<file path="src/rtl/fsic_pkg.sv">
// fsic_pkg: shared constants and carriers for the four source interrupt controller
// assumes a single 10 MHz core clock and an 8-bit core that writes control bits
package fsic_pkg;
    // service vectors, word addresses in program memory
    localparam logic [11:0] FSIC_VEC_USB = 12'h0004;
    localparam logic [11:0] FSIC_VEC_EXT = 12'h0008;
    localparam logic [11:0] FSIC_VEC_TMR = 12'h000C;
    localparam logic [11:0] FSIC_VEC_SPI = 12'h0010;
    localparam logic [11:0] FSIC_VEC_NONE = 12'h0000;
    // source index, also priority order (0 is highest)
    localparam int FSIC_SRC_USB = 0;
    localparam int FSIC_SRC_EXT = 1;
    localparam int FSIC_SRC_TMR = 2;
    localparam int FSIC_SRC_SPI = 3;
    localparam int FSIC_NSRC = 4;
    // usb control/status and port a interrupt bit positions, flag and byte reset values
    localparam int FSIC_USC_SUSPEND = 0;
    localparam int FSIC_USC_RESUME = 3;
    localparam int FSIC_PORTA_INT_BIT = 6;
    localparam logic [3:0] FSIC_FLAGS_RST = 4'h0;
    localparam logic [7:0] FSIC_BYTE_RST = 8'h00;

    // software side: writes of enables and flags
    typedef struct packed {
        logic global_int_enable;
        logic [3:0] src_enable;     // usb, ext, timer, serial
        logic flag_wr;              // write strobe for flag image
        logic [3:0] flag_wdata;     // zeros clear, ones set
        logic gie_wr;
        logic gie_wdata;
    } fsic_sw_t;

    // grant toward the core sequencer
    typedef struct packed {
        logic take;
        logic [11:0] vector;
    } fsic_grant_t;
endpackage

</file>
<file path="src/rtl/fsic_sync.sv">
// fsic_sync: three-stage synchroniser with agreement filter for one pin
// assumes the pin is asynchronous to ref_clk_i
`timescale 1ns/1ps
module fsic_sync (
    input wire logic ref_clk_i,
    input wire logic rst_n_i,
    input wire logic pin_i,
    output logic level_o
);
    logic s1_reg, s2_reg, s3_reg, level_reg;
    // pins idle high (pull-high), so stages reset high to avoid a false fall
    always_ff @(posedge ref_clk_i or negedge rst_n_i) begin
        if (!rst_n_i) begin
            s1_reg <= 1'b1;
            s2_reg <= 1'b1;
            s3_reg <= 1'b1;
            level_reg <= 1'b1;
        end else begin
            s1_reg <= pin_i;
            s2_reg <= s1_reg;
            s3_reg <= s2_reg;
            if (s2_reg == s3_reg) level_reg <= s3_reg; // change counts on agreement
        end
    end
    assign level_o = level_reg;
endmodule

</file>
<file path="src/rtl/fsic_flag.sv">
// fsic_flag: one sticky request flag, hardware set beats any clear
// assumes set, clear and write pulses are on ref_clk_i
`timescale 1ns/1ps
module fsic_flag (
    input wire logic ref_clk_i,
    input wire logic rst_n_i,
    input wire logic set_i,
    input wire logic svc_clr_i,
    input wire logic wr_i,
    input wire logic wdata_i,
    output logic flag_o
);
    logic flag_reg, flag_next;
    // sticky regardless of enable; a set in the clearing cycle wins
    assign flag_next = set_i ? 1'b1 :
                       svc_clr_i ? 1'b0 :
                       wr_i ? wdata_i : flag_reg;
    always_ff @(posedge ref_clk_i or negedge rst_n_i) begin
        if (!rst_n_i) flag_reg <= 1'b0;
        else flag_reg <= flag_next;
    end
    assign flag_o = flag_reg;
endmodule

</file>
<file path="src/rtl/fsic_top.sv">
// fsic_top: four source interrupt controller with fixed priority and vectors
// assumes the core sequencer gives phase_two_pulse and stack state on ref_clk_i
// Function
// - service enabled request on the later phase pulse
// - fixed priority usb, ext, timer, serial
// - global enable zero suppresses all servicing
// - falling pin edge sets external flag
// - pin is interrupt input when enabled and input
// - external service vectors 08h, clears flag, global
// - pull-high option stays on in interrupt use
// - timer overflow sets timer flag
// - timer service vectors 0ch, clears flag, global
// - byte transferred sets serial flag
// - serial service vectors 10h, clears flag, global
// - four usb events set usb flag
// - usb service vectors 04h, clears flag, global
// - fifo access sets endpoint bit, software clears
// - suspend sets bit0, resume sets bit3
// - flags sticky until serviced or written zero
// - full stack withholds vectoring, keeps pending
// - any source wakes core from power-down
// - only program counter pushed on service
// - software may re-enable global for nesting
// - reset clears all enables and flags
`timescale 1ns/1ps
module fsic_top
    import fsic_pkg::*;
#(
    parameter int ENDPOINTS = 4
) (
    input wire logic ref_clk_i,
    input wire logic rst_n_i,
    input wire logic phase_two_pulse_i,
    input wire fsic_pkg::fsic_sw_t sw_i,
    input wire logic stack_full_i,
    input wire logic powered_down_i,
    input wire logic port_a_bit_six_pin_i,
    input wire logic port_a_direction_bit6_i,
    input wire logic pull_high_option_i,
    input wire logic timer_overflow_i,
    input wire logic serial_byte_done_i,
    input wire logic [ENDPOINTS-1:0] fifo_access_i,
    input wire logic usb_suspend_i,
    input wire logic usb_resume_i,
    input wire logic usb_bus_reset_i,
    input wire logic [ENDPOINTS-1:0] endpoint_clr_i,
    input wire logic usb_cs_clr_wr_i,
    input wire logic [7:0] usb_cs_wdata_i,
    output fsic_pkg::fsic_grant_t grant_o,
    output logic push_pc_o,
    output logic wake_o,
    output logic global_int_enable_o,
    output logic [3:0] int_flags_o,
    output logic [ENDPOINTS-1:0] endpoint_access_flags_o,
    output logic [7:0] usb_control_status_o,
    output logic port_a_pull_high_o
);
    import fsic_pkg::*;

    // endpoint count must fit one usb flag per endpoint and at least one
    initial begin
        if (ENDPOINTS < 1 || ENDPOINTS > 8) begin
            $error("fsic_top: ENDPOINTS out of range");
        end
    end

    logic gie_reg, gie_next;
    logic [3:0] en_reg;
    logic [3:0] flags;
    logic [3:0] flag_set;
    logic [3:0] svc_clr;
    logic pin_level, pin_prev_reg;
    logic pin_fall;
    logic ext_pin_active;
    logic [3:0] pending;
    logic window_req_reg;
    logic [3:0] pick;
    logic take;
    logic [11:0] vec_sel;
    fsic_grant_t grant_reg;
    logic push_reg, wake_reg, pull_reg;
    logic [ENDPOINTS-1:0] ep_reg;
    logic [7:0] usc_reg;
    logic usb_event;

    // pin synchroniser; filtered level only is used downstream
    fsic_sync u_pin_sync (
        .ref_clk_i(ref_clk_i),
        .rst_n_i(rst_n_i),
        .pin_i(port_a_bit_six_pin_i),
        .level_o(pin_level)
    );

    // shared pin gating
    // pin acts as interrupt input only when enabled and direction is input
    assign ext_pin_active = en_reg[FSIC_SRC_EXT] & port_a_direction_bit6_i;
    assign pin_fall = pin_prev_reg & ~pin_level & ext_pin_active;

    assign usb_event = (|fifo_access_i) | usb_suspend_i | usb_resume_i | usb_bus_reset_i;

    assign flag_set[FSIC_SRC_USB] = usb_event;
    assign flag_set[FSIC_SRC_EXT] = pin_fall;
    assign flag_set[FSIC_SRC_TMR] = timer_overflow_i;
    assign flag_set[FSIC_SRC_SPI] = serial_byte_done_i;

    // sticky request flags
    // one flag cell per source
    for (genvar g = 0; g < FSIC_NSRC; g++) begin : g_flag
        fsic_flag u_flag (
            .ref_clk_i(ref_clk_i),
            .rst_n_i(rst_n_i),
            .set_i(flag_set[g]),
            .svc_clr_i(svc_clr[g]),
            .wr_i(sw_i.flag_wr),
            .wdata_i(sw_i.flag_wdata[g]),
            .flag_o(flags[g])
        );
    end

    assign pending = flags & en_reg & {FSIC_NSRC{gie_reg}};

    // fixed priority pick, one winner only
    assign pick[FSIC_SRC_USB] = pending[FSIC_SRC_USB];
    assign pick[FSIC_SRC_EXT] = pending[FSIC_SRC_EXT] & ~pending[FSIC_SRC_USB];
    assign pick[FSIC_SRC_TMR] = pending[FSIC_SRC_TMR] & ~(|pending[1:0]);
    assign pick[FSIC_SRC_SPI] = pending[FSIC_SRC_SPI] & ~(|pending[2:0]);

    assign vec_sel = pick[FSIC_SRC_USB] ? FSIC_VEC_USB :
                     pick[FSIC_SRC_EXT] ? FSIC_VEC_EXT :
                     pick[FSIC_SRC_TMR] ? FSIC_VEC_TMR :
                     pick[FSIC_SRC_SPI] ? FSIC_VEC_SPI : FSIC_VEC_NONE;

    // service on phase pulse when a request was seen and stack has room
    // the window latch records a request seen since the last pulse
    assign take = phase_two_pulse_i & (window_req_reg | (|pending)) & (|pending) & ~stack_full_i;
    // service clears the winning flag only
    assign svc_clr = take ? pick : 4'h0;

    // global enable: service clears, software may set again
    assign gie_next = take ? 1'b0 :
                      sw_i.gie_wr ? sw_i.gie_wdata : gie_reg;

    // enables and global cleared at reset
    always_ff @(posedge ref_clk_i or negedge rst_n_i) begin
        if (!rst_n_i) begin
            gie_reg <= 1'b0;
            en_reg <= FSIC_FLAGS_RST;
        end else begin
            gie_reg <= gie_next;
            en_reg <= sw_i.src_enable;
        end
    end

    always_ff @(posedge ref_clk_i or negedge rst_n_i) begin
        if (!rst_n_i) window_req_reg <= 1'b0;
        else if (phase_two_pulse_i) window_req_reg <= 1'b0;
        else if (|pending) window_req_reg <= 1'b1;
    end

    // pin history for edge detect
    always_ff @(posedge ref_clk_i or negedge rst_n_i) begin
        if (!rst_n_i) pin_prev_reg <= 1'b1;
        else pin_prev_reg <= pin_level;
    end

    // endpoint access bits; access beats software clear
    always_ff @(posedge ref_clk_i or negedge rst_n_i) begin
        if (!rst_n_i) ep_reg <= '0;
        else ep_reg <= fifo_access_i | (ep_reg & ~endpoint_clr_i);
    end

    // suspend and resume status bits, set wins over software clear
    always_ff @(posedge ref_clk_i or negedge rst_n_i) begin
        if (!rst_n_i) begin
            usc_reg <= FSIC_BYTE_RST;
        end else begin
            if (usb_cs_clr_wr_i) usc_reg <= usb_cs_wdata_i;
            if (usb_suspend_i) usc_reg[FSIC_USC_SUSPEND] <= 1'b1;
            if (usb_resume_i) usc_reg[FSIC_USC_RESUME] <= 1'b1;
        end
    end

    // registered outputs toward the core
    // a take asks only for the program counter push; acc and status stay with software
    // wake on any raised flag while powered down, regardless of enables
    // pull-high option passed through unchanged in interrupt use
    always_ff @(posedge ref_clk_i or negedge rst_n_i) begin
        if (!rst_n_i) begin
            grant_reg <= '0;
            push_reg <= 1'b0;
            wake_reg <= 1'b0;
            pull_reg <= 1'b0;
        end else begin
            grant_reg.take <= take;
            grant_reg.vector <= take ? vec_sel : FSIC_VEC_NONE;
            push_reg <= take;
            wake_reg <= powered_down_i & ((|flag_set) | (|flags));
            pull_reg <= pull_high_option_i;
        end
    end

    assign grant_o = grant_reg;
    assign push_pc_o = push_reg;
    assign wake_o = wake_reg;
    assign port_a_pull_high_o = pull_reg;
    assign global_int_enable_o = gie_reg;
    assign int_flags_o = flags;
    assign endpoint_access_flags_o = ep_reg;
    assign usb_control_status_o = usc_reg;
endmodule

</file>
<file path="config.mk">
export PLATFORM = sky130hd
export DESIGN_NAME = fsic_top
export DESIGN_NICKNAME = d
export VERILOG_FILES = /design/src/rtl/fsic_pkg.sv /design/src/rtl/fsic_sync.sv /design/src/rtl/fsic_flag.sv /design/src/rtl/fsic_top.sv
export SDC_FILE = /design/constraint.sdc
export NUM_CORES = 1
export LEC_CHECK = 0
export BUFFER_PORTS_ARGS = -buffer_cell sky130_fd_sc_hd__buf_2
export CAP_MARGIN = 30
export CORE_MARGIN = 1
export CORE_UTILIZATION = 40
export DETAILED_ROUTE_END_ITERATION = 8
export PLACE_DENSITY = 0.85
export SKIP_CTS_REPAIR_TIMING = 1
export SYNTH_ARGS = -nofsm -noshare
export SYNTH_HDL_FRONTEND = slang
export SYNTH_SLANG_ARGS = --single-unit
</file>
<file path="constraint.sdc">
create_clock -name ref_clk_i -period 2.8 [get_ports ref_clk_i]
set_input_delay 0.28 -clock ref_clk_i [delete_from_list [all_inputs] [get_ports ref_clk_i]]
set_output_delay 0.28 -clock ref_clk_i [all_outputs]
set_load 0.01 [all_outputs]
</file>
==> impl_metrics.tcl, run 1 <==
set metrics [dict create \
    grt_max_degree 33 \
    ios 75 \
    p_int_mw 0.656 \
    relSlewSlack_pct 55.2 \
    finalCritPeriodShare_pct 48.4 \
    dieArea_sq_mm 0.00353 \
    routed-via-count 951 \
    setup_viol 0 \
    core_sq_mm 0.00310 \
    power_frac_seq_pct 57.5 \
    combPwrFrac_pct 14.5 \
    final-hold-violation-count 27 \
    syn_to_final_growth_pct 26.4 \
    clockPowerShare_pct 28.0 \
    rsz0062_at_grt "false" \
    ys.flop_type "dfrtp_1" \
    row_count 20 \
    cp_data_required_time_ns 3.00 \
    synth_cell_type_count 32 \
    antenna_left 0 \
    synth_seq_cells 32 \
    power_density_mw_per_mm2 535 \
    tightest_slew_ns 0.672 \
    ir_worst_vdd_uv 316 \
    synth_area_leader_cell "dfrtp_1" \
    antennaDiodeCount 0 \
    drtPass1Iterations 4 \
    worstPathMaxFanout 5 \
    synth-edff-count 0 \
    p_leak_nw 0.866 \
    root_buffer "clkbuf_4" \
    synthTopCellsByArea "dfrtp_1 (51%), dfstp_2 (10%), buf_4 (8.0%)" \
    path_class "flop to flop" \
    placement.cell_area_sq_mm 0.00161 \
    min_period_ns 1.35 \
    cts_buffers 5 \
    r2r_slack_ns 1.45 \
    cp.arrival_ns 1.55 \
    clock_skew_ns 0.00509 \
    grt_overflow_total 0 \
    violations "negative hold slack" \
    wl_per_cell_um 11.1 \
    fmax_mhz 738 \
    final_area_sq_mm 0.00167 \
    grt_pass1_vias 854 \
    async_flop_share_pct 100 \
    final.setup.tns_ns 0 \
    drv_slew 0 \
    mostFrequentLayoutCells "buf_2 (64), dfrtp_1 (27), conb_1 (9)" \
    cts.sinks 32 \
    clock_latency_ns 0.32 \
    largest_reg_flops 8 \
    syn_inst 102 \
    track_usage_pct 15.0 \
    nets 207 \
    die_w_um 59.4 \
    cts_tree "done" \
    routed_wl_um 2340 \
    clkTransAtPathRegs_ns 0.10 \
    ys_warn_count 0 \
    holdWs_ns -0.0213 \
    clockBufferDepth 2 \
    drc 0 \
    syn-cell-area_sq_mm 0.00132 \
    yosysSeqAreaShare_pct 61.1 \
    die_height_um 59.4 \
    hp-class "input port to asynchronous set/reset pin" \
    gp_congestion 0.835 \
    port_buffers 64 \
    antenna_found_initial 0 \
    layout-drive-gt1-share_pct 53.6 \
    end_kind "flop" \
    drt_iter0_drc 19 \
    grt_pass1_wl_um 3820 \
    p_sw_mw 0.236 \
    drv_cap 0 \
    htree_levels 2 \
    synth_top_area_share_pct 51.2 \
    status "complete, but fails checks" \
    postSynthAreaPerCell_sq_um 12.9 \
    final_common_cell "buf_2" \
    avgViaCountPerCell 4.53 \
    swShare_pct 26.5 \
    start_kind "flop" \
    start_util_pct 42.5 \
]
## power by group through the flow
stage | Combinational, mW | Sequential, mW | Clock, mW
finish | 0.129 | 0.514 | 0.250
global route | 0.145 | 0.517 | 0.287
CTS | 0.131 | 0.514 | 0.266
detailed placement | 0.132 | 0.522 | 0
global placement | 0.128 | 0.522 | 0
floorplan | 0.0670 | 0.531 | 0
## final cells by class
type	count	area, sq um
clock buffers	5	37.5
clock inverters	3	18.8
fillers	286	1430
inverters	6	22.5
multi-input cells	56	408
flip-flops and latches	32	807
well taps	44	55.1
repair buffers	64	320
## cells in the mapped netlist (2+ instances only)
library cell,count
a211o_1,2
a21o_1,4
buf_4,14
clkbuf_1,2
dfrtp_1,27
dfstp_2,5
inv_1,6
mux2_2,6
mux2i_1,4
nand2_1,4
nor2_1,3
nor2b_1,3
o21bai_1,2
or4_1,2
## logic make-up (layout without fill, tap and decap cells)
logic type                 count (synthesis)  after routing  synth area share (%)
adders and majority gates                  1              1                 0.758
buffers and inverters                     22             78                  10.2
muxes                                     10             10                  8.15
and+or+nand+nor                           22             22                  11.8
DFF                                       32             32                  61.1
other                                      1              9                 0.284
AOI/OAI and AO/OA                         14             14                  7.58
## critical path, cell delays in order, from the launching register on
cell and delay, ns:
dfrtp_1 0.43, or4_1 0.53, nor3_1 0.16, a31oi_1 0.11
## metal layers
layer	part of all wire, %	wire (um)	global-route usage (%)
met5	0	0	0
met4	0	0	3.06
met3	7.1	165	6.11
met2	50	1160	24.7
met1	43	1010	18.6
## per-stage QoR
step	utilization [%]	std cells	hold WS, ns	setup WS [ns]	power, mW
after global routing	53.8	210	0.00365	1.40	0.949
after global placement	52.0	202	0.346	1.36	0.650
after detailed placement	52.0	202	0.351	1.36	0.654
after floorplan	-	110	-0.0156	1.54	0.598
final	53.8	210	-0.0213	1.45	0.893
after CTS	53.8	210	-0.0109	1.45	0.911
## path summary, 6_finish.rpt
check	startpoint	endpoint	depth (start not counted)
min in group ref_clk_i	port_a_bit_six_pin_i	u_pin_sync.s1_reg	1
worst min register to register	u_pin_sync.s1_reg	u_pin_sync.s2_reg	0
worst max register to register	g_flag[0].u_flag.flag_o	wake_o	3
worst max-delay path	g_flag[0].u_flag.flag_o	wake_o	3
worst min-delay path	rst_n_i	port_a_pull_high_o	1
max in group asynchronous	rst_n_i	endpoint_access_flags_o[2]	1
No activity file was read; power rests on OpenSTA's default activity.
==> run 2, diff against run 1 <==
==> constraint.sdc (replaced) <==
create_clock -name ref_clk_i -period 1.4 [get_ports ref_clk_i]
set_input_delay 0.14 -clock ref_clk_i [delete_from_list [all_inputs] [get_ports ref_clk_i]]
set_output_delay 0.14 -clock ref_clk_i [all_outputs]
set_load 0.01 [all_outputs]
==> impl_metrics.tcl, run 2 (same netlist as run 1, synthesis figures left out) <==
set metrics [dict create \
    fin_ws_ns 0.0355 \
    syn_to_final_growth_pct 38.0 \
    fillers 283 \
    grt_max_degree 19 \
    die_w_um 59.4 \
    hp-class "input port to flop" \
    cp_data_required_time_ns 1.61 \
    drc 0 \
    dieArea_sq_mm 0.00353 \
    layout-drive-gt1-share_pct 51.7 \
    ir_worst_vdd_uv 794 \
    final_common_cell "buf_2" \
    rsz0062_at_grt "true" \
    clkTransAtPathRegs_ns 0.09 \
    gp_congestion 0.874 \
    cts_buffers 5 \
    track_usage_pct 15.2 \
    status "finished clean" \
    setup_viol 0 \
    row_count 20 \
    routed-via-count 978 \
    ios 75 \
    mostFrequentLayoutCells "buf_2 (64), dfrtp_1 (27), conb_1 (9)" \
    antenna_found_initial 0 \
    grt_pass1_wl_um 3690 \
    dp.cells 203 \
    drv_cap 0 \
    finalCritPeriodShare_pct 97.5 \
    start_kind "flop" \
    dpl.hpwl_um 1890 \
    grt_pass1_vias 867 \
    worstPathMaxFanout 5 \
    htree_levels 2 \
    start_util_pct 42.5 \
    drv_slew 0 \
    utilization_pct 58.7 \
    min_period_ns 1.36 \
    clock_skew_ns 0.00510 \
    antenna_left 0 \
    p_leak_nw 0.934 \
    cp.arrival_ns 1.57 \
    power_density_mw_per_mm2 1140 \
    drt_iter0_drc 14 \
    fmax_mhz 733 \
    end_kind "flop" \
    wl_per_cell_um 11.0 \
    largest_reg_flops 8 \
    path_class "flop to flop" \
    cts_tree "done" \
    cts.sinks 32 \
    routed_wl_um 2430 \
    place_ws_ns 0.0803 \
    final-hold-violation-count 0 \
    layoutNonFillerInstCount 220 \
    antennaDiodeCount 0 \
    die_height_um 59.4 \
    avgViaCountPerCell 4.45 \
    clock_latency_ns 0.32 \
    core_sq_mm 0.00310 \
    power_mw 2.08 \
    grt_overflow_total 0 \
    root_buffer "clkbuf_4" \
    port_buffers 64 \
    clockBufferDepth 2 \
    nets 217 \
    drtPass1Iterations 4 \
]
## run 2: cell count changes in the layout (fill, tap and decap cells not counted), sizes merged
| cell | change |
|---|---|
| bufinv | +1 |
| clkinv | -3 |
| buf | +2 |
| dlygate4sd3 | +8 |
| clkbuf | +2 |
## run 2: path summary, 6_finish.rpt
kind                                         startpoint                          to  slack, ns  cells after the start
worst max-delay path            g_flag[0].u_flag.flag_o     g_flag[2].u_flag.flag_o       0.04                      4
worst min-delay path                   fifo_access_i[3]  endpoint_access_flags_o[3]       0.01                      2
worst max register to register  g_flag[0].u_flag.flag_o     g_flag[2].u_flag.flag_o       0.04                      4
worst min register to register        u_pin_sync.s1_reg           u_pin_sync.s2_reg       0.36                      0
max in group asynchronous                       rst_n_i  endpoint_access_flags_o[1]       0.72                      3
min in group asynchronous                       rst_n_i          port_a_pull_high_o       0.27                      2
## run 2: layer usage
layer  routed length [um]  track usage [%]
met5                    0                0
met2                 1200             24.4
met3                  179             5.68
met1                 1010             17.5
met4                   43             8.16
## run 2: final cells by class
type                       instances  area, sq um  area share (%)
clock inverter                     1         30.0            1.65
tap                               44         55.1            3.02
multi-input combinational         56          414            22.7
inverter                           6         22.5            1.24
timing repair buffer              74          428            23.5
clock buffer                       7         65.1            3.57
sequential                        32          807            44.3
## run 2: metrics by stage
step / area (sq um) / hold slack (ns) / setup TNS (ns)
final: 1820 / 0.0120 / 0
after global placement: 1630 / 0.0921 / 0
after detailed placement: 1630 / 0.0911 / 0
after floorplan: 1350 / -0.156 / 0
after CTS: 1730 / -0.282 / 0
after global routing: 1820 / 0.0000337 / -0.0576
## run 2: worst max-delay path, cell delays in order (launching register included)
cell	delay (ns)
dfrtp_1	0.44
nand2_1	0.11
or3b_4	0.41
nor3b_4	0.20
o21bai_1	0.10
## run 2: where the power goes
group          internal [mW]  switching, mW  leakage (nW)
Clock                  0.474          0.294        0.0515
Combinational          0.149          0.138         0.520
Sequential             0.994         0.0333         0.363
